===== config.mk =====
export PLATFORM = sky130hd
export DESIGN_NAME = flash_page_map_protect_decode
export DESIGN_NICKNAME = d
export VERILOG_FILES = /design/src/rtl/flash_map_pkg.sv /design/src/rtl/flash_page_map_protect_decode.sv /design/src/rtl/page_window_decode.sv /design/src/rtl/protect_region_check.sv
export VERILOG_INCLUDE_DIRS = /design/src /design/src/rtl
export SDC_FILE = /design/constraint.sdc
export NUM_CORES = 1
export LEC_CHECK = 0
export BUFFER_PORTS_ARGS = -buffer_cell sky130_fd_sc_hd__buf_2
export CAP_MARGIN = 20
export CORE_UTILIZATION = 50
export CTS_CLUSTER_DIAMETER = 30
export DETAILED_ROUTE_END_ITERATION = 8
export GPL_ROUTABILITY_DRIVEN = 0
export PLACE_DENSITY = 0.91
export SLEW_MARGIN = 20
export SYNTH_ARGS = -nofsm -noshare
export SYNTH_HDL_FRONTEND = slang
export SYNTH_HIERARCHICAL = 1
export SYNTH_SLANG_ARGS = --single-unit

===== constraint.sdc =====
create_clock -name clk_in -period 4.1 [get_ports clk_in]
set_input_delay 0.205 -clock clk_in [delete_from_list [all_inputs] [get_ports clk_in]]
set_output_delay 0.205 -clock clk_in [all_outputs]
set_load 0.1 [all_outputs]

===== src/rtl/flash_map_regs.svh =====
// Offsets, field positions and fixed values of the array decode block.
// Included by the package user files; definitions only.
`ifndef FLASH_MAP_REGS_SVH
`define FLASH_MAP_REGS_SVH

// Register indices; byte address is four times the index
`define CLKDIV_IDX      4'h0
`define SECURITY_IDX    4'h1
`define RSVD_ONE_IDX    4'h2
`define KEYCFG_IDX      4'h3
`define PROT_IDX        4'h4
`define STATUS_IDX      4'h5
`define CMD_IDX         4'h6

// Logical windows, taken from address bits 15:14
`define WIN_FIXED_LO    2'h1
`define WIN_PAGED       2'h2
`define WIN_FIXED_HI    2'h3
`define PAGE_BOTTOM     8'h3e
`define PAGE_TOP        8'h3f
`define BOTTOM_REL_BASE 17'h18000
`define TOP_REL_BASE    17'h1c000

// Configuration field
`define KEY_FIRST       16'hff00
`define KEY_LAST        16'hff07
`define PROT_BYTE_REL   17'h1ff0d
`define SEC_BYTE_REL    17'h1ff0f

// Protection byte fields
`define PROT_OPEN_BIT   7
`define PROT_HDIS_BIT   5
`define PROT_HS_HI      4
`define PROT_HS_LO      3
`define PROT_LDIS_BIT   2
`define PROT_LS_HI      1
`define PROT_LS_LO      0
`define LOW_SIZE0       14'h0400
`define LOW_SIZE1       14'h0800
`define LOW_SIZE2       14'h1000
`define LOW_SIZE3       14'h2000
`define HIGH_START0     14'h3800
`define HIGH_START1     14'h3000
`define HIGH_START2     14'h2000
`define HIGH_START3     14'h0000

// Register fields and masks
`define CLKDIV_LOADED_BIT 7
`define CLKDIV_WMASK    8'h7f
`define KEYCFG_WMASK    8'he0
`define CMD_WMASK       8'h65
`define STATUS_FIXED    8'hc0
`define STATUS_PVIOL_BIT 5
`define RESP_OKAY       2'h0
`define RESP_DECERR     2'h3

`endif


===== src/rtl/flash_map_pkg.sv =====
// Types shared by the array decode block.
// No assumptions beyond a SystemVerilog compiler.
package flash_map_pkg;
    typedef logic [15:0] logical_addr_t;
    typedef logic [7:0]  byte_t;
    typedef logic [16:0] array_addr_t;
    typedef enum logic [1:0] {LOAD_PROT, LOAD_SEC, LOAD_DONE} load_state_t;
endpackage


===== src/rtl/flash_page_map_protect_decode.sv =====
// Array address decode, protection check, reset load and register block.
// Core bus and config read port are synchronous to clk_in; registers on AXI4-Lite.
`timescale 1ns/1ps
`include "flash_map_regs.svh"
module flash_page_map_protect_decode
(
    input  wire logic                         clk_in,
    input  wire logic                         arst_n_in,
    input  wire logic [7:0]                   s_axi_awaddr_in,
    input  wire logic                         s_axi_awvalid_in,
    output logic                              s_axi_awready_out,
    input  wire logic [31:0]                  s_axi_wdata_in,
    input  wire logic [3:0]                   s_axi_wstrb_in,
    input  wire logic                         s_axi_wvalid_in,
    output logic                              s_axi_wready_out,
    output logic [1:0]                        s_axi_bresp_out,
    output logic                              s_axi_bvalid_out,
    input  wire logic                         s_axi_bready_in,
    input  wire logic [7:0]                   s_axi_araddr_in,
    input  wire logic                         s_axi_arvalid_in,
    output logic                              s_axi_arready_out,
    output logic [31:0]                       s_axi_rdata_out,
    output logic [1:0]                        s_axi_rresp_out,
    output logic                              s_axi_rvalid_out,
    input  wire logic                         s_axi_rready_in,
    input  wire flash_map_pkg::logical_addr_t core_addr_in,
    input  wire flash_map_pkg::byte_t         page_select_register_in,
    input  wire logic                         core_valid_in,
    input  wire logic                         core_write_in,
    output logic                              core_hold_out,
    output logic                              array_sel_out,
    output flash_map_pkg::array_addr_t        array_rel_addr_out,
    output logic                              region_protected_out,
    output logic                              prot_violation_out,
    output logic                              key_area_out,
    output logic                              cfg_rd_req_out,
    output flash_map_pkg::array_addr_t        cfg_rd_addr_out,
    input  wire flash_map_pkg::byte_t         cfg_rd_data_in,
    input  wire logic                         cfg_rd_ack_in
);
    import flash_map_pkg::*;

    function automatic logic [3:0] reg_index(input logic [7:0] a);
        return a[5:2];
    endfunction

    function automatic logic reg_mapped(input logic [7:0] a);
        return (a[7:6] == 2'h0) && (a[1:0] == 2'h0);
    endfunction

    // Reset release
    logic rst_meta;
    logic rst_n;
    always_ff @(posedge clk_in or negedge arst_n_in)
    begin
        if (!arst_n_in)
        begin
            rst_meta <= 1'b0;
            rst_n    <= 1'b0;
        end
        else
        begin
            rst_meta <= 1'b1;
            rst_n    <= rst_meta;
        end
    end

    // Reset load of protection and security
    load_state_t load_state, next_load_state;
    byte_t       region_protection_cfg, next_region_protection_cfg;
    byte_t       security_state, next_security_state;
    logic        next_cfg_rd_req;
    array_addr_t next_cfg_rd_addr;
    logic        do_write;
    logic [3:0]  wr_idx;
    logic [31:0] wr_data;

    always_comb
    begin
        next_load_state            = load_state;
        next_region_protection_cfg = region_protection_cfg;
        next_security_state        = security_state;
        case (load_state)
            LOAD_PROT:
                if (cfg_rd_req_out && cfg_rd_ack_in)
                begin
                    next_region_protection_cfg = cfg_rd_data_in;
                    next_load_state            = LOAD_SEC;
                end
            LOAD_SEC:
                if (cfg_rd_req_out && cfg_rd_ack_in)
                begin
                    next_security_state = cfg_rd_data_in;
                    next_load_state     = LOAD_DONE;
                end
            default:
                if (do_write && wr_idx == `PROT_IDX)
                    next_region_protection_cfg = wr_data[7:0];
        endcase
        next_cfg_rd_req  = (next_load_state != LOAD_DONE);
        next_cfg_rd_addr = (next_load_state == LOAD_PROT) ? `PROT_BYTE_REL : `SEC_BYTE_REL;
    end

    always_ff @(posedge clk_in or negedge rst_n)
    begin
        if (!rst_n)
        begin
            load_state            <= LOAD_PROT;
            region_protection_cfg <= 8'hff;
            security_state        <= 8'hff;
            cfg_rd_req_out        <= 1'b0;
            cfg_rd_addr_out       <= `PROT_BYTE_REL;
            core_hold_out         <= 1'b1;
        end
        else
        begin
            load_state            <= next_load_state;
            region_protection_cfg <= next_region_protection_cfg;
            security_state        <= next_security_state;
            cfg_rd_req_out        <= next_cfg_rd_req;
            cfg_rd_addr_out       <= next_cfg_rd_addr;
            core_hold_out         <= (next_load_state != LOAD_DONE);
        end
    end

    // Core access decode
    logic        win_hit;
    logic        win_top;
    logic [13:0] win_offset;
    logic        area_protected;
    logic        core_take;
    logic        next_violation;

    page_window_decode u_window
    (
        .addr_in    (core_addr_in),
        .page_in    (page_select_register_in),
        .hit_out    (win_hit),
        .top_out    (win_top),
        .offset_out (win_offset)
    );

    protect_region_check u_protect
    (
        .top_in        (win_top),
        .offset_in     (win_offset),
        .cfg_in        (region_protection_cfg),
        .protected_out (area_protected)
    );

    assign core_take      = core_valid_in && !core_hold_out;
    assign next_violation = core_take && core_write_in && win_hit && area_protected;

    always_ff @(posedge clk_in or negedge rst_n)
    begin
        if (!rst_n)
        begin
            array_sel_out        <= 1'b0;
            array_rel_addr_out   <= `BOTTOM_REL_BASE;
            region_protected_out <= 1'b0;
            prot_violation_out   <= 1'b0;
            key_area_out         <= 1'b0;
        end
        else
        begin
            array_sel_out        <= core_take && win_hit;
            array_rel_addr_out   <= {win_top ? `TOP_REL_BASE : `BOTTOM_REL_BASE}
                                    | {3'h0, win_offset};
            region_protected_out <= core_take && win_hit && area_protected;
            prot_violation_out   <= next_violation;
            key_area_out         <= core_take && (core_addr_in >= `KEY_FIRST)
                                    && (core_addr_in <= `KEY_LAST);
        end
    end

    // Register bus: write channel
    logic       aw_held, next_aw_held;
    logic       w_held, next_w_held;
    logic [7:0] awaddr_q, next_awaddr;
    logic [31:0] wdata_q, next_wdata;
    logic       wstrb0_q, next_wstrb0;
    logic       next_bvalid;
    logic [1:0] next_bresp;
    byte_t      clock_divider_cfg, next_clock_divider_cfg;
    byte_t      irq_enable_key_config, next_irq_enable_key_config;
    byte_t      operation_command_code, next_operation_command_code;
    logic       pviol_flag, next_pviol_flag;

    assign wr_idx  = reg_index(awaddr_q);
    assign wr_data = wdata_q;

    always_comb
    begin
        do_write     = aw_held && w_held && !s_axi_bvalid_out && reg_mapped(awaddr_q)
                       && wstrb0_q;
        next_aw_held = aw_held;
        next_w_held  = w_held;
        next_awaddr  = awaddr_q;
        next_wdata   = wdata_q;
        next_wstrb0  = wstrb0_q;
        next_bvalid  = s_axi_bvalid_out && !s_axi_bready_in;
        next_bresp   = s_axi_bresp_out;
        if (s_axi_awvalid_in && s_axi_awready_out)
        begin
            next_aw_held = 1'b1;
            next_awaddr  = s_axi_awaddr_in;
        end
        if (s_axi_wvalid_in && s_axi_wready_out)
        begin
            next_w_held = 1'b1;
            next_wdata  = s_axi_wdata_in;
            next_wstrb0 = s_axi_wstrb_in[0];
        end
        if (aw_held && w_held && !s_axi_bvalid_out)
        begin
            next_aw_held = 1'b0;
            next_w_held  = 1'b0;
            next_bvalid  = 1'b1;
            next_bresp   = reg_mapped(awaddr_q) ? `RESP_OKAY : `RESP_DECERR;
        end
        next_clock_divider_cfg      = clock_divider_cfg;
        next_irq_enable_key_config  = irq_enable_key_config;
        next_operation_command_code = operation_command_code;
        // Set wins over a clear in the same cycle
        next_pviol_flag = pviol_flag || next_violation;
        if (do_write)
            case (wr_idx)
                `CLKDIV_IDX:
                    if (!clock_divider_cfg[`CLKDIV_LOADED_BIT])
                        next_clock_divider_cfg = {1'b1, wr_data[6:0]};
                `KEYCFG_IDX: next_irq_enable_key_config = wr_data[7:0] & `KEYCFG_WMASK;
                `CMD_IDX:    next_operation_command_code = wr_data[7:0] & `CMD_WMASK;
                `STATUS_IDX:
                    if (wr_data[`STATUS_PVIOL_BIT])
                        next_pviol_flag = next_violation;
                default: next_pviol_flag = next_pviol_flag;
            endcase
    end

    always_ff @(posedge clk_in or negedge rst_n)
    begin
        if (!rst_n)
        begin
            aw_held                <= 1'b0;
            w_held                 <= 1'b0;
            awaddr_q               <= 8'h00;
            wdata_q                <= 32'h0000_0000;
            wstrb0_q               <= 1'b0;
            s_axi_bvalid_out       <= 1'b0;
            s_axi_bresp_out        <= `RESP_OKAY;
            s_axi_awready_out      <= 1'b0;
            s_axi_wready_out       <= 1'b0;
            clock_divider_cfg      <= 8'h00;
            irq_enable_key_config  <= 8'h00;
            operation_command_code <= 8'h00;
            pviol_flag             <= 1'b0;
        end
        else
        begin
            aw_held                <= next_aw_held;
            w_held                 <= next_w_held;
            awaddr_q               <= next_awaddr;
            wdata_q                <= next_wdata;
            wstrb0_q               <= next_wstrb0;
            s_axi_bvalid_out       <= next_bvalid;
            s_axi_bresp_out        <= next_bresp;
            s_axi_awready_out      <= !next_aw_held && !next_bvalid;
            s_axi_wready_out       <= !next_w_held && !next_bvalid;
            clock_divider_cfg      <= next_clock_divider_cfg;
            irq_enable_key_config  <= next_irq_enable_key_config;
            operation_command_code <= next_operation_command_code;
            pviol_flag             <= next_pviol_flag;
        end
    end

    // Register bus: read channel
    logic        next_rvalid;
    logic [31:0] next_rdata;
    logic [1:0]  next_rresp;
    byte_t       rd_byte;

    always_comb
    begin
        case (reg_index(s_axi_araddr_in))
            `CLKDIV_IDX:   rd_byte = clock_divider_cfg;
            `SECURITY_IDX: rd_byte = security_state;
            `KEYCFG_IDX:   rd_byte = irq_enable_key_config;
            `PROT_IDX:     rd_byte = region_protection_cfg;
            `STATUS_IDX:   rd_byte = `STATUS_FIXED | {2'h0, pviol_flag, 5'h00};
            `CMD_IDX:      rd_byte = operation_command_code;
            default:       rd_byte = 8'h00;
        endcase
        next_rvalid = s_axi_rvalid_out && !s_axi_rready_in;
        next_rdata  = s_axi_rdata_out;
        next_rresp  = s_axi_rresp_out;
        if (s_axi_arvalid_in && s_axi_arready_out)
        begin
            next_rvalid = 1'b1;
            next_rdata  = reg_mapped(s_axi_araddr_in) ? {24'h00_0000, rd_byte} : 32'h0;
            next_rresp  = reg_mapped(s_axi_araddr_in) ? `RESP_OKAY : `RESP_DECERR;
        end
    end

    always_ff @(posedge clk_in or negedge rst_n)
    begin
        if (!rst_n)
        begin
            s_axi_rvalid_out  <= 1'b0;
            s_axi_rdata_out   <= 32'h0000_0000;
            s_axi_rresp_out   <= `RESP_OKAY;
            s_axi_arready_out <= 1'b0;
        end
        else
        begin
            s_axi_rvalid_out  <= next_rvalid;
            s_axi_rdata_out   <= next_rdata;
            s_axi_rresp_out   <= next_rresp;
            s_axi_arready_out <= !next_rvalid;
        end
    end
endmodule // flash_page_map_protect_decode


===== src/rtl/page_window_decode.sv =====
// Maps a logical core address and page number onto one of the two array pages.
// Purely combinational; the caller registers the results.
`timescale 1ns/1ps
`include "flash_map_regs.svh"
module page_window_decode
(
    input  wire logic [15:0] addr_in,
    input  wire logic [7:0]  page_in,
    output logic             hit_out,
    output logic             top_out,
    output logic [13:0]      offset_out
);
    always_comb
    begin
        hit_out    = 1'b0;
        top_out    = 1'b0;
        offset_out = addr_in[13:0];
        case (addr_in[15:14])
            `WIN_FIXED_LO: hit_out = 1'b1;
            `WIN_FIXED_HI:
            begin
                hit_out = 1'b1;
                top_out = 1'b1;
            end
            `WIN_PAGED:
            begin
                hit_out = (page_in == `PAGE_BOTTOM) || (page_in == `PAGE_TOP);
                top_out = (page_in == `PAGE_TOP);
            end
            default: hit_out = 1'b0;
        endcase
    end
endmodule // page_window_decode


===== src/rtl/protect_region_check.sv =====
// Decides whether a page offset lies in a protected area.
// Purely combinational; the caller registers the result.
`timescale 1ns/1ps
`include "flash_map_regs.svh"
module protect_region_check
(
    input  wire logic        top_in,
    input  wire logic [13:0] offset_in,
    input  wire logic [7:0]  cfg_in,
    output logic             protected_out
);
    logic [13:0] low_size;
    logic [13:0] high_start;
    logic        low_area;
    logic        high_area;

    always_comb
    begin
        case (cfg_in[`PROT_LS_HI:`PROT_LS_LO])
            2'h0:    low_size = `LOW_SIZE0;
            2'h1:    low_size = `LOW_SIZE1;
            2'h2:    low_size = `LOW_SIZE2;
            default: low_size = `LOW_SIZE3;
        endcase
        case (cfg_in[`PROT_HS_HI:`PROT_HS_LO])
            2'h0:    high_start = `HIGH_START0;
            2'h1:    high_start = `HIGH_START1;
            2'h2:    high_start = `HIGH_START2;
            default: high_start = `HIGH_START3;
        endcase
        low_area  = !top_in && (offset_in < low_size) && !cfg_in[`PROT_LDIS_BIT];
        high_area = top_in && (offset_in >= high_start) && !cfg_in[`PROT_HDIS_BIT];
        // Open: enabled areas protected; closed: all but enabled areas
        if (cfg_in[`PROT_OPEN_BIT])
            protected_out = low_area || high_area;
        else
            protected_out = !(low_area || high_area);
    end
endmodule // protect_region_check


=== Word level (Yosys, flattened, before mapping) ===
Index checks and enable logic that the tools add are counted.
W data, S select, Z words.

* $lt $le $gt $ge: 4
* Reduce and logical (&&, ||, !) cells: 60
* Multiplexer cells: 26
* Bitwise logic cells: 3
* Eq/ne operators: 21

{| class="wikitable"
|+ Operators by type and width
! cell !! count
|-
| $pmux W14 S3 || 2
|-
| $pmux W8 S6 || 1
|-
| $logic_and A1 B1 Y1 || 27
|-
| $eq A4 B3 Y1 const B || 6
|-
| $mux W8 || 3
|-
| $or A17 B14 Y17 || 1
|-
| $eq A8 B6 Y1 const B || 2
|-
| $ge A16 B16 Y1 const B || 1
|-
| $le A16 B16 Y1 const B || 1
|-
| $logic_not A2 Y1 || 8
|-
| $pmux W8 S2 || 1
|-
| $mux W15 || 1
|-
| $ge A14 B14 Y1 || 1
|-
| $lt A14 B14 Y1 || 1
|-
| $logic_not A1 Y1 || 12
|-
| $mux W1 || 10
|-
| $mux W2 || 5
|-
| $eq A2 B1 Y1 const B || 4
|-
| $eq A2 B2 Y1 const B || 4
|-
| $eq A4 B2 Y1 const B || 2
|-
| $logic_not A4 Y1 || 2
|-
| $reduce_and A2 Y1 || 4
|-
| $reduce_and A3 Y1 || 2
|-
| $eq A4 B1 Y1 const B || 1
|-
| other kinds (7) || 12
|}

* Input bits: 94
* Register bits after elaboration: 128
* Word-level logic and storage cells: 145

=== Logic depth before layout (Yosys ltp) ===
Gate-level depths: netlist of run 1.

* Word-level depth: 13
* Gate-level depth with buffers: 9

=== Hierarchy ===
The synthesis of run 1 kept the hierarchy.

{| class="wikitable"
|+ By module, submodules not included
! module !! sequential area each (µm²) !! cells an instance !! instances !! area each (µm²)
|-
| flash_page_map_protect_decode || 2323.5 || 317 || 1 || 3972.6
|-
| protect_region_check || 0.0 || 29 || 1 || 219.0
|-
| page_window_decode || 0.0 || 21 || 1 || 150.1
|}

=== Worst setup path after synthesis of run 1 ===
Ideal clock, no wire load.

* Path type: flip-flop to flip-flop
* From: reg s_axi_bvalid_out
* To: reg irq_enable_key_config[5]
* Setup time: 0.125 ns
* Buffers on the path: 0
* Period minus slack after synthesis: 2.328 ns
* Data arrival time: 2.203 ns
* Cell stages (with the launch flop): 5
* Path slack: 1.772 ns
* Required time: 3.975 ns
* Cells stage by stage: dfrtp_1 > nand3b_1 > or2_2 > nor4_2 > mux2_2

* Word-level cells in the longest chain between the ends: 5

{| class="wikitable"
|+ RTL lines
! element !! line !! RTL
|-
| start: declaration || flash_page_map_protect_decode.sv:17 || <nowiki>output logic s_axi_bvalid_out,</nowiki>
|-
| start signal: assignment || flash_page_map_protect_decode.sv:265 || <nowiki>s_axi_bvalid_out <= next_bvalid;</nowiki>
|-
| $logic_not A1 Y1 || flash_page_map_protect_decode.sv:194 || <nowiki>do_write = aw_held && w_held && !s_axi_bvalid_out && reg_mapped(awaddr_q)</nowiki>
|-
| $logic_and A1 B1 Y1 (2 in a row) || flash_page_map_protect_decode.sv:194 ||
|-
| $logic_and A1 B1 Y1 || flash_page_map_protect_decode.sv:195 || <nowiki>&& wstrb0_q;</nowiki>
|-
| $reduce_and A2 Y1 (no source line) || -- ||
|-
| end signal: assignment || flash_page_map_protect_decode.sv:270 || <nowiki>irq_enable_key_config <= next_irq_enable_key_config;</nowiki>
|-
| end: declaration || flash_page_map_protect_decode.sv:185 || <nowiki>byte_t irq_enable_key_config, next_irq_enable_key_config;</nowiki>
|}

Every way passes these cells.
A chain may end at the register's enable or synchronous reset.

=== Worst setup path after layout of run 1 ===
* From: reg region_protection_cfg[0]
* To: reg pviol_flag

* Word-level cells in the longest chain between the ends: 13
* Elaborated cells between the ends (all ways): 15
* Classes of those cells: order compare (1); eq/ne (2); mux (5); reduce/logical (7)

{| class="wikitable"
|+ RTL lines
! element !! line !! RTL
|-
| start: declaration || flash_page_map_protect_decode.sv:70 || <nowiki>byte_t region_protection_cfg, next_region_protection_cfg;</nowiki>
|-
| start signal: assignment || flash_page_map_protect_decode.sv:118 || <nowiki>region_protection_cfg <= next_region_protection_cfg;</nowiki>
|-
| $eq A2 B2 Y1 (tied with other cells) || protect_region_check.sv:19 || <nowiki>case (cfg_in[`PROT_LS_HI:`PROT_LS_LO])</nowiki>
|-
| $pmux W14 S3 (*) || protect_region_check.sv:19 ||
|-
| $lt A14 B14 Y1 (*) || protect_region_check.sv:31 || <nowiki>low_area = !top_in && (offset_in < low_size) && !cfg_in[`PROT_LDIS_BIT];</nowiki>
|-
| $logic_and A1 B1 Y1 (*) (2 in a row) || protect_region_check.sv:31 ||
|-
| $logic_or A1 B1 Y1 (*) || protect_region_check.sv:35, protect_region_check.sv:37 ||
|-
| $logic_not A1 Y1 || protect_region_check.sv:37 || <nowiki>protected_out = !(low_area || high_area);</nowiki>
|-
| $mux W1 (*) || protect_region_check.sv:34 || <nowiki>if (cfg_in[`PROT_OPEN_BIT])</nowiki>
|-
| via area_protected || flash_page_map_protect_decode.sv:130 || <nowiki>logic area_protected;</nowiki>
|-
| $logic_and A1 B1 Y1 (*) || flash_page_map_protect_decode.sv:152 || <nowiki>assign next_violation = core_take && core_write_in && win_hit && area_protected;</nowiki>
|-
| via next_violation || flash_page_map_protect_decode.sv:132 || <nowiki>logic next_violation;</nowiki>
|-
| $logic_or A1 B1 Y1 || flash_page_map_protect_decode.sv:225 || <nowiki>next_pviol_flag = pviol_flag || next_violation;</nowiki>
|-
| $mux W1 || flash_page_map_protect_decode.sv:234 || <nowiki>if (wr_data[`STATUS_PVIOL_BIT])</nowiki>
|-
| $mux W1 || flash_page_map_protect_decode.sv:227 || <nowiki>case (wr_idx)</nowiki>
|-
| $mux W1 (*) || flash_page_map_protect_decode.sv:226 || <nowiki>if (do_write)</nowiki>
|-
| via next_pviol_flag || flash_page_map_protect_decode.sv:187 || <nowiki>logic pviol_flag, next_pviol_flag;</nowiki>
|-
| end signal: assignment || flash_page_map_protect_decode.sv:272 || <nowiki>pviol_flag <= next_pviol_flag;</nowiki>
|-
| end: declaration || flash_page_map_protect_decode.sv:187 ||
|}

Mark *: on every way through the listed nets, which the timed path passes. The rest lies on a longest branch.

==> results.ini, run 1 <==
[flow_run]
cap_violations = 0

[clock_network]
root_buffer = clkbuf_8
postCtsSetupRepairBufs = 0
clock_latency_ns = 0.36
post_cts_resized = 0
cts_buffers = 9
clk_pin_slew_worst_paths_ns = 0.09
cts_tree = done
cts_buffer_depth = 2
h-tree-depth = 3
cts.sinks = 92

[setup_path]
crit_end = pviol_flag
critPathKind = reg2reg
cp_data_arrival_time_ns = 2.39
worstSetupStartpoint = region_protection_cfg[0]
r2r_slack_ns = 1.97
cp_max_fo = 6
r2r_cells = 7
crit_cells = 7
r2r-end = pviol_flag
r2r-start = region_protection_cfg[0]
critPathRequiredTime_ns = 4.36
slowest_delay_ns = 0.59
cp_cell_sequence = nand2_1 > ha_1 > or4_1 > nand4_1 > xnor2_1 > and3_1 > a21o_1
path_delay_family = simple AND/OR/NAND/NOR gates
cp_num_buf_inv = 0
cpMaxStageDelayCell = dfstp_2
crit_path_end_kind = register
critPathLaunchType = register

[route]
wl_per_cell_um = 15.3
drtIter0Drc = 150
vias_per_cell = 5.22
dr.pass1.iters = 4
drc = 0
postRouteAntennaNets = 0
via_count = 3040
wl_um = 8930

[status]
status = finished clean

[sta]
rsz0062_at_grt = no
max_freq_mhz = 469
tightest_slew_ns = 0.656
setup_viol = 0
finalCritPeriodShare_pct = 52.0
slew_headroom_pct = 56.0
fin_setup_tns_ns = 0
fin_crit_ns = 2.13
clock_skew_ns = 0.00692
finalMaxSlewViolations = 0
hold_violations = 0
whs_ns = 0.00535
fin_ws_ns = 1.97

[finish]
final_common_cell = buf_2
fin_nets = 572
drive_above_1_share_pct = 39.4
final_cell_mix = buf_2, dfrtp_1, conb_1
synthToLayoutAreaGrowth_pct = 16.0
utilization_pct = 60.7
diodes = 0
n_fill_cell = 680

[synth]
synthCells = 367
syn_area_um2 = 4340
synth-seq-cells = 92
synth-edff-count = 0
ys_types = 53
ys_seq_area_share_pct = 53.5
synth.avg_cell_area_um2 = 11.8
ys.flop_type = dfrtp_1
ys_async_sr_fraction_pct = 100
ys.warnings.count = 6

[floorplanning]
ios = 175
die-area_um2 = 9060
die_y_um = 95.2
die_w_um = 95.2
start_util_pct = 52.3
rows = 33
core_um2 = 8300

[place]
dp_hpwl_um = 6600
portBuffers = 105
dp_slack_ns = 1.85

[power]
peakVddDrop_v = 0.000662
p_leak_nw = 2.47
totalPowerFinal_w = 0.00325
powerDensity_nw_per_um2 = 646

[global_route]
grt_overflow_total = 0
grt_max_degree = 91
grt_pass1_wl_um = 14200
antenna_found_initial = 0
grt_usage_pct = 20.9
grt_pass1_vias = 3004

[min_path]
min_path_type = in2reg

logic make-up (layout without fill, tap and decap cells):
| logic type | count (synthesis) | after routing | share of synthesized area [%] |
|---|---|---|---|
| xor+xnor | 1 | 1 | 0.202 |
| fa+ha+maj | 6 | 6 | 1.73 |
| compound gates | 58 | 58 | 8.85 |
| other cells | 2 | 43 | 0.173 |
| flops | 92 | 92 | 53.5 |
| buf+inv | 79 | 148 | 12.2 |
| mux | 44 | 44 | 11.3 |
| simple gates | 85 | 85 | 12.0 |
per-stage QoR:
stage | instances | area [um2]
after floorplan | 408 | 4500
after global placement | 552 | 4680
after detailed placement | 552 | 4680
after CTS | 581 | 5010
after global routing | 582 | 5030
final | 582 | 5030
Yosys cell counts (2+ instances only):
library cell / count / share of area (%)
a21o_1: 2 / 0.35
a21oi_1: 13 / 1.5
a22o_1: 8 / 1.6
a22oi_1: 6 / 1.0
a31oi_1: 2 / 0.29
and2_1: 3 / 0.43
buf_4: 58 / 10
buf_6: 2 / 0.52
clkbuf_1: 5 / 0.43
conb_1: 2 / 0.17
dfrtp_1: 75 / 43
dfstp_2: 17 / 10
ha_1: 6 / 1.7
inv_1: 13 / 1.1
mux2_2: 39 / 10
mux2i_1: 4 / 0.92
nand2_1: 17 / 1.5
nand2b_1: 5 / 0.72
nand3_1: 4 / 0.46
nand3b_1: 4 / 0.69
nand4_1: 6 / 0.86
nor2_1: 10 / 0.86
nor2b_1: 5 / 0.72
nor3_1: 3 / 0.35
nor3b_1: 2 / 0.35
nor4_1: 6 / 0.86
nor4_2: 2 / 0.58
nor4b_1: 2 / 0.40
nor4bb_1: 2 / 0.46
o21ai_0: 7 / 0.81
o221ai_1: 2 / 0.40
o22ai_1: 10 / 1.4
o32ai_1: 2 / 0.40
or2_2: 3 / 0.43
or4_4: 2 / 0.52
registers in the layout, summed over array words and instances, names as in the netlist, 2 cells and up:
signal / flops
load_state: 2
awaddr_q: 8
clock_divider_cfg: 8
operation_command_code: 4
array_rel_addr_out: 15
irq_enable_key_config: 3
s_axi_rdata_out: 8
region_protection_cfg: 8
security_state: 8
wdata_q: 8
power by group:
part,switching (W),total [W],internal (W)
clock network,0.000315,0.000612,0.000297
registers,0.000215,0.00143,0.00121
logic,0.000860,0.00121,0.000350
final cells by class:
cell class / instances / area [um2] / share of cell area (%)
Tap cell: 105 / 131 / 2.61
Inverter: 13 / 48.8 / 0.969
Clock inverter: 6 / 63.8 / 1.27
Sequential cell: 92 / 2330 / 46.2
Clock buffer: 10 / 138 / 2.73
Timing Repair Buffer: 119 / 683 / 13.6
Multi-Input combinational cell: 237 / 1640 / 32.6
timing repair:
item	in CTS	in global routing
endpoints found under the hold margin	14	0
endpoints found under the setup margin	0	0
hold buffers	13	0
routing by layer:
layer / track usage [%] / routed length (um) / part of all wire, %
met1: 26.1 / 3730 / 42
met2: 34.5 / 4470 / 50
met3: 4.31 / 554 / 6.2
met4: 9.97 / 177 / 2.0
met5: 0 / 0 / 0
worst min-delay path by stage:
stage | depth (start not counted) | slack [ns] | startpoint | to
final | 1 | 0.005 | core_addr_in[10] | array_rel_addr_out[10]
after global routing | 1 | 0.008 | core_addr_in[10] | array_rel_addr_out[10]
after CTS | 1 | 0.001 | core_addr_in[10] | array_rel_addr_out[10]
after detailed placement | 1 | -0.008 | arst_n_in | rst_meta
after global placement | 1 | -0.01 | arst_n_in | rst_meta
after floorplan | 0 | -0.09 | arst_n_in | rst_meta
Note: power is estimated with default switching activity, not from simulation.
==> run 2, diff against run 1 <==
CORE_UTILIZATION = 49   (was 50)
PLACE_DENSITY = 0.9   (was 0.91)
clock period = 2.13 ns   (was 4.1 ns; I/O delays follow)
==> run 2 against run 1 <==
  * Global-route usage grew 1.3 points
  * Clock skew grew 0.0027 ns
  * Flip-flop and latch count is the same
  * Total power grew 97%
  * Final area grew 7.4%
  * Final cell count grew 6.7%
  * Count of clock-buffer cells in the layout grew 1
  * Highest routed layer unchanged
  * Routed wire length grew 6.8%
  * Critical path type unchanged
==> results.ini, run 2 (synthesized netlist as in run 1, its figures left out) <==
[setup_path]
cp_max_fo = 2  ; was 6
cp_data_arrival_time_ns = 2.30  ; was 2.39 ns
cpMaxStageDelayCell = dfstp_2  ; unchanged
critPathLaunchType = register  ; unchanged
slowest_delay_ns = 0.55  ; was 0.59 ns
crit_path_end_kind = register  ; unchanged
critPathRequiredTime_ns = 2.38  ; was 4.36 ns
cp_cell_sequence = nand2_1 > ha_1 > or4_1 > nand4_1 > xnor2_1 > and3_1 > a21o_1  ; unchanged
critPathKind = reg2reg  ; unchanged

[place]
dp_hpwl_um = 6740  ; was 6600 um
portBuffers = 105  ; unchanged
dp.cells = 558  ; was 552

[clock_network]
cts_buffers = 9  ; unchanged
clock_latency_ns = 0.36  ; about the same
cts.sinks = 92  ; unchanged
root_buffer = clkbuf_8  ; unchanged
cts_tree = done  ; unchanged
clk_pin_slew_worst_paths_ns = 0.08  ; was 0.09 ns
h-tree-depth = 3  ; unchanged
cts_buffer_depth = 2  ; unchanged

[route]
vias_per_cell = 5.19  ; was 5.22
via_count = 3220  ; was 3,040
drc = 0  ; unchanged
postRouteAntennaNets = 0  ; unchanged
drtIter0Drc = 134  ; was 150
dr.pass1.iters = 4  ; unchanged
wl_per_cell_um = 15.4  ; was 15.3 um
wl_um = 9540  ; was 8930 um

[floorplanning]
die_y_um = 96.1  ; was 95.2 um
start_util_pct = 51.8  ; was 52.3%
ios = 175  ; unchanged
die_w_um = 96.1  ; was 95.2 um
rows = 33  ; unchanged
core_um2 = 8380  ; was 8300 um2
die-area_um2 = 9240  ; was 9060 um2

[sta]
fin_crit_ns = 2.05  ; was 2.13 ns
rsz0062_at_grt = no  ; unchanged
fin_setup_tns_ns = 0  ; unchanged
slew_headroom_pct = 54.3  ; was 56.0%
finalCritPeriodShare_pct = 96.2  ; was 52.0%
tightest_slew_ns = 0.681  ; was 0.656 ns
hold_violations = 0  ; unchanged
finalMaxSlewViolations = 0  ; unchanged
clock_skew_ns = 0.00960  ; was 0.00692 ns
max_freq_mhz = 488  ; was 469 MHz
setup_viol = 0  ; unchanged

[global_route]
antenna_found_initial = 0  ; unchanged
grt_max_degree = 49  ; was 91
grt_usage_pct = 22.2  ; was 20.9%
grt_pass1_vias = 3261  ; was 3,004
grt_overflow_total = 0  ; unchanged
grt_pass1_wl_um = 15300  ; was 14,200 um

[finish]
drive_above_1_share_pct = 38.2  ; was 39.4%
finalNonFillerCells = 621  ; was 582
utilization_pct = 64.5  ; was 60.7%
diodes = 0  ; unchanged
largest_reg_flops = 15  ; unchanged
regMostFlops = array_rel_addr_out  ; unchanged
synthToLayoutAreaGrowth_pct = 24.5  ; was 16.0%
fin_nets = 611  ; was 572
final_cell_mix = buf_2, dfrtp_1, dlygate4sd3_1  ; was buf_2, dfrtp_1, conb_1
final_common_cell = buf_2  ; unchanged

[min_path]
min_path_type = in2reg  ; unchanged

[power]
p_leak_nw = 2.63  ; was 2.47 nW
powerDensity_nw_per_um2 = 1180  ; was 646 nW/um2
peakVddDrop_v = 0.00134  ; was 0.000662 V

[flow_run]
cap_violations = 0  ; unchanged

[status]
status = finished clean  ; unchanged

## run 2: changes by cell type in the layout (fill, tap and decap cells not counted)
cell,delta
dlygate4sd3_1,+31
buf_4,+8
clkinv_2,-2
buf_12,+1
buf_16,-1
clkbuf_1,+1
clkinvlp_4,+1
dfrtp_1,-1
dfrtp_2,+1
nor4bb_1,-1
nor4bb_2,+1
## run 2: layout make-up
| class | instances | area, um2 |
|---|---|---|
| clock buffers | 11 | 141 |
| multi-input cells | 237 | 1650 |
| well taps | 105 | 131 |
| inverters | 13 | 48.8 |
| clock inverters | 5 | 61.3 |
| repair buffers | 158 | 1050 |
| fillers | 686 | 2980 |
| flip-flops and latches | 92 | 2330 |
## run 2: worst max-delay path, delay by kind of cell, from the launching register on
kind / cells / cell delay, ns
DFF: 1 / 0.55
and+or+nand+nor: 4 / 0.88
AOI/OAI and AO/OA: 1 / 0.15
xor gates and xnor gates: 1 / 0.10
adders and majority gates: 1 / 0.26
## run 2: final timing paths
kind / start / end / slack, ns / cells after the start
min in group asynchronous: arst_n_in / rst_meta / 0.05 / 2
max: region_protection_cfg[1] / pviol_flag / 0.08 / 7
min: cfg_rd_data_in[1] / security_state[1] / 0.02 / 2
min reg2reg: rst_n / load_state[1] / 0.33 / 0
max reg2reg: region_protection_cfg[1] / pviol_flag / 0.08 / 7
max in group asynchronous: rst_n / security_state[4] / 1.11 / 1
## run 2: where the power goes
part	total, W	switching (W)	internal, W
registers	0.00275	0.000408	0.00234
logic	0.00248	0.00170	0.000782
clock network	0.00118	0.000600	0.000576
## run 2: stage by stage
| step | hold slack, ns | power [W] | setup WS (ns) | area [um2] |
|---|---|---|---|---|
| 2_1_floorplan | -0.189 | 0.00469 | 0.0144 | 4500 |
| 3_3_place_gp | -0.107 | 0.00501 | 0.113 | 4730 |
| 3_5_place_dp | -0.106 | 0.00513 | 0.0571 | 4730 |
| 4_1_cts | 0.00176 | 0.00637 | 0.0438 | 5370 |
| 5_1_grt | 0.00457 | 0.00673 | 0.000524 | 5410 |
| 6_report | 0.0164 | 0.00641 | 0.0816 | 5410 |
## run 2: layer usage
| layer | GRT usage, % | share of wire (%) | vias to the layer above |
|---|---|---|---|
| met5 | 0 | 0 | - |
| met4 | 6.59 | 1.3 | 0 |
| met3 | 6.00 | 6.7 | 10 |
| met2 | 41.9 | 53 | 145 |
| met1 | 23.9 | 39 | 1568 |
| li1 | - | - | 1497 |
## run 2: what timing repair did
action                                 CTS  global route
setup endpoints to repair                0             1
endpoints found under the hold margin   44             1
hold buffers                            43             1
resized for setup                        0             1
buffers inserted                         0             3
==> run 3, diff against run 2 <==
SYNTH_HIERARCHICAL = unset   (was 1)
TNS_END_PERCENT = 20   (was unset)
==> run 3 against run 2 <==
  * Final cell count fell by 2.7%
  * Clock skew rose by 0.0023 ns
  * Non-clock buffer count fell by 6
  * Die area did not move
  * Critical path type unchanged
  * Largest cell class unchanged
==> results.ini, run 3 <==
[status]
status = finished clean  ; unchanged

[synth]
ys.flop_type = dfrtp_1  ; unchanged
synth_area_leaders = dfrtp_1, mux2_2, dfstp_2  ; was dfrtp_1, dfstp_2, mux2_2
ys_types = 53  ; unchanged
synth_top_area_share_pct = 43.2  ; unchanged
ys.warnings.count = 0  ; was 6
synth.avg_cell_area_um2 = 12.7  ; was 11.8 um2
ys_seq_area_share_pct = 53.5  ; unchanged
synth-edff-count = 0  ; unchanged
synthCells = 342  ; was 367
post-synth-top-area-cell = dfrtp_1  ; unchanged
ys_top_cells_by_count = dfrtp_1, mux2_2, buf_4  ; was dfrtp_1, buf_4, mux2_2
synth_most_common_cell = dfrtp_1  ; unchanged
synth-seq-cells = 92  ; unchanged
syn_area_um2 = 4340  ; unchanged
ys_async_sr_fraction_pct = 100  ; unchanged

[route]
wl_met2_um = 4810  ; was 5100 um
drtIter0Drc = 189  ; was 134
topRoutingLayerUsed = met4  ; unchanged
wl_met1_um = 3830  ; was 3680 um
drc = 0  ; unchanged
wl_per_cell_um = 15.4  ; about the same
postRouteAntennaNets = 0  ; unchanged
via_count = 3081  ; was 3,220
wl_met3_um = 478  ; was 639 um
dr.pass1.iters = 4  ; unchanged
wl_um = 9320  ; was 9540 um
vias_per_cell = 5.10  ; was 5.19

[power]
powerDensity_nw_per_um2 = 1190  ; was 1180 nW/um2
peakVddDrop_v = 0.00131  ; was 0.00134 V
power.switching_w = 0.00265  ; was 0.00271 W
switching_share_pct = 40.7  ; was 42.3%
seqPwrFrac_pct = 42.3  ; was 42.9%
p_clk_share_pct = 18.8  ; was 18.4%
internal_power_w = 0.00386  ; was 0.00370 W
p_leak_nw = 2.62  ; was 2.63 nW
comb_power_share_pct = 38.8  ; about the same

[finish]
drive_above_1_share_pct = 44.3  ; was 38.2%
regMostFlops = array_rel_addr_out  ; unchanged
fin_nets = 594  ; was 611
n_fill_cell = 639  ; was 686
utilization_pct = 65.4  ; was 64.5%
diodes = 0  ; unchanged
largest_reg_flops = 15  ; unchanged
final_common_cell = buf_2  ; unchanged
synthToLayoutAreaGrowth_pct = 26.3  ; was 24.5%
final_cell_mix = buf_2, dfrtp_1, mux2_2  ; was buf_2, dfrtp_1, dlygate4sd3_1

[setup_path]
r2r_cells = 7  ; unchanged
critPathLaunchType = register  ; unchanged
critPathKind = reg2reg  ; unchanged
cp_max_fo = 4  ; was 2
critPathRequiredTime_ns = 2.36  ; was 2.38 ns
crit_path_frequent_cell = or3_4
cp_data_arrival_time_ns = 2.27  ; was 2.30 ns
crit_path_end_kind = register  ; unchanged
cpMaxStageDelayCell = dfstp_2  ; unchanged
slowest_delay_ns = 0.57  ; was 0.55 ns
cp_cell_sequence = and2_1 > ha_4 > nand3b_1 > or3_4 > a221oi_4 > or3_4 > nand3_1  ; was nand2_1 > ha_1 > or4_1 > nand4_1 > xnor2_1 > and3_1 > a21o_1

[sta]
tightest_slew_ns = 0.579  ; was 0.681 ns
fin_crit_ns = 2.04  ; was 2.05 ns
whs_ns = 0.00790  ; was 0.0164 ns
slew_headroom_pct = 61.1  ; was 54.3%
finalMaxSlewViolations = 0  ; unchanged
setup_viol = 0  ; unchanged
clock_skew_ns = 0.0119  ; was 0.00960 ns
max_freq_mhz = 490  ; was 488 MHz
hold_violations = 0  ; unchanged
rsz0062_at_grt = no  ; unchanged
finalCritPeriodShare_pct = 95.8  ; was 96.2%

[place]
dp_hpwl_um = 6550  ; was 6740 um
portBuffers = 105  ; unchanged

[global_route]
grt_pass1_wl_um = 14600  ; was 15,300 um
grt_max_degree = 69  ; was 49
grt_overflow_total = 0  ; unchanged
antenna_found_initial = 0  ; unchanged
grt_pass1_vias = 3095  ; was 3,261
grt_usage_pct = 21.4  ; was 22.2%

[clock_network]
cts_tree = done  ; unchanged
cts_buffer_depth = 2  ; unchanged
root_buffer = clkbuf_8  ; unchanged
h-tree-depth = 3  ; unchanged
clock_latency_ns = 0.35  ; was 0.36 ns
cts_buffers = 9  ; unchanged
cts.sinks = 92  ; unchanged
clk_pin_slew_worst_paths_ns = 0.09  ; was 0.08 ns

[floorplanning]
die_w_um = 96.1  ; unchanged
rows = 33  ; unchanged
die_y_um = 96.1  ; unchanged
start_util_pct = 51.8  ; unchanged
die-area_um2 = 9240  ; unchanged
ios = 175  ; unchanged
core_um2 = 8380  ; unchanged

[min_path]
min_path_type = in2reg  ; unchanged
whs_path_depth = 3  ; was 2

[flow_run]
cap_violations = 0  ; unchanged

run 3: kinds of logic after synthesis:
group	synth area share, %
AOI/OAI and AO/OA	7.61
DFF	53.5
xor gates and xnor gates	0.202
other	0.173
muxes	16.8
adders and majority gates	1.73
buffers and inverters	8.96
and+or+nand+nor	11.0
run 3: worst paths after layout:
kind                                          startpoint                 end  slack (ns)
worst max-delay path            region_protection_cfg[3]          pviol_flag        0.09
worst min-delay path                       cfg_rd_ack_in  cfg_rd_addr_out[1]       0.008
worst max register to register  region_protection_cfg[3]          pviol_flag        0.09
worst min register to register                     rst_n            wstrb0_q        0.21
max in group asynchronous                          rst_n   security_state[6]        1.22
min in group asynchronous                      arst_n_in               rst_n        0.07
run 3: layer usage:
layer / track usage, % / up-vias
li1: - / 1430
met1: 25.4 / 1521
met2: 37.1 / 114
met3: 4.58 / 16
met4: 9.58 / 0
met5: 0 / -
run 3: stage by stage:
step,setup TNS [ns],area [um2],worst slack [ns],instances,power [W]
after floorplan,-0.259,4500,-0.0370,383,0.00476
after global placement,0,4840,0.147,546,0.00507
after detailed placement,0,4840,0.0714,546,0.00518
after CTS,0,5440,0.0414,601,0.00647
after global routing,0,5480,0.00278,604,0.00685
final,0,5480,0.0888,604,0.00651
run 3: what timing repair did:
action / in CTS / in global routing
gates resized for setup: 0 / 4
endpoints found under the hold margin: 41 / 0
setup endpoints to repair: 0 / 4
hold buffers: 39 / 0
buffers inserted: 0 / 3
run 3: critical path, delay by kind of cell, from the launching register on:
kind	cells	cell delay, ns
adders and majority gates	1	0.15
DFF	1	0.57
AOI/OAI and AO/OA	1	0.29
and+or+nand+nor	5	0.92
run 3: power by group through the flow:
stage                     clock (W)  combinational [W]  sequential, W
after global placement            0            0.00233        0.00274
after floorplan                   0            0.00144        0.00332
final                       0.00123            0.00253        0.00275
after global routing        0.00133            0.00269        0.00283
after CTS                   0.00125            0.00247        0.00275
after detailed placement          0            0.00240        0.00278
run 3: area by class of cell:
cell class	count	area (um2)	share of cell area (%)
timing repair buffer	152	988	18.0
multi-input combinational	234	1800	32.9
clock buffer	13	169	3.08
inverter	5	18.8	0.342
clock inverter	3	43.8	0.799
tap	105	131	2.40
sequential	92	2330	42.5
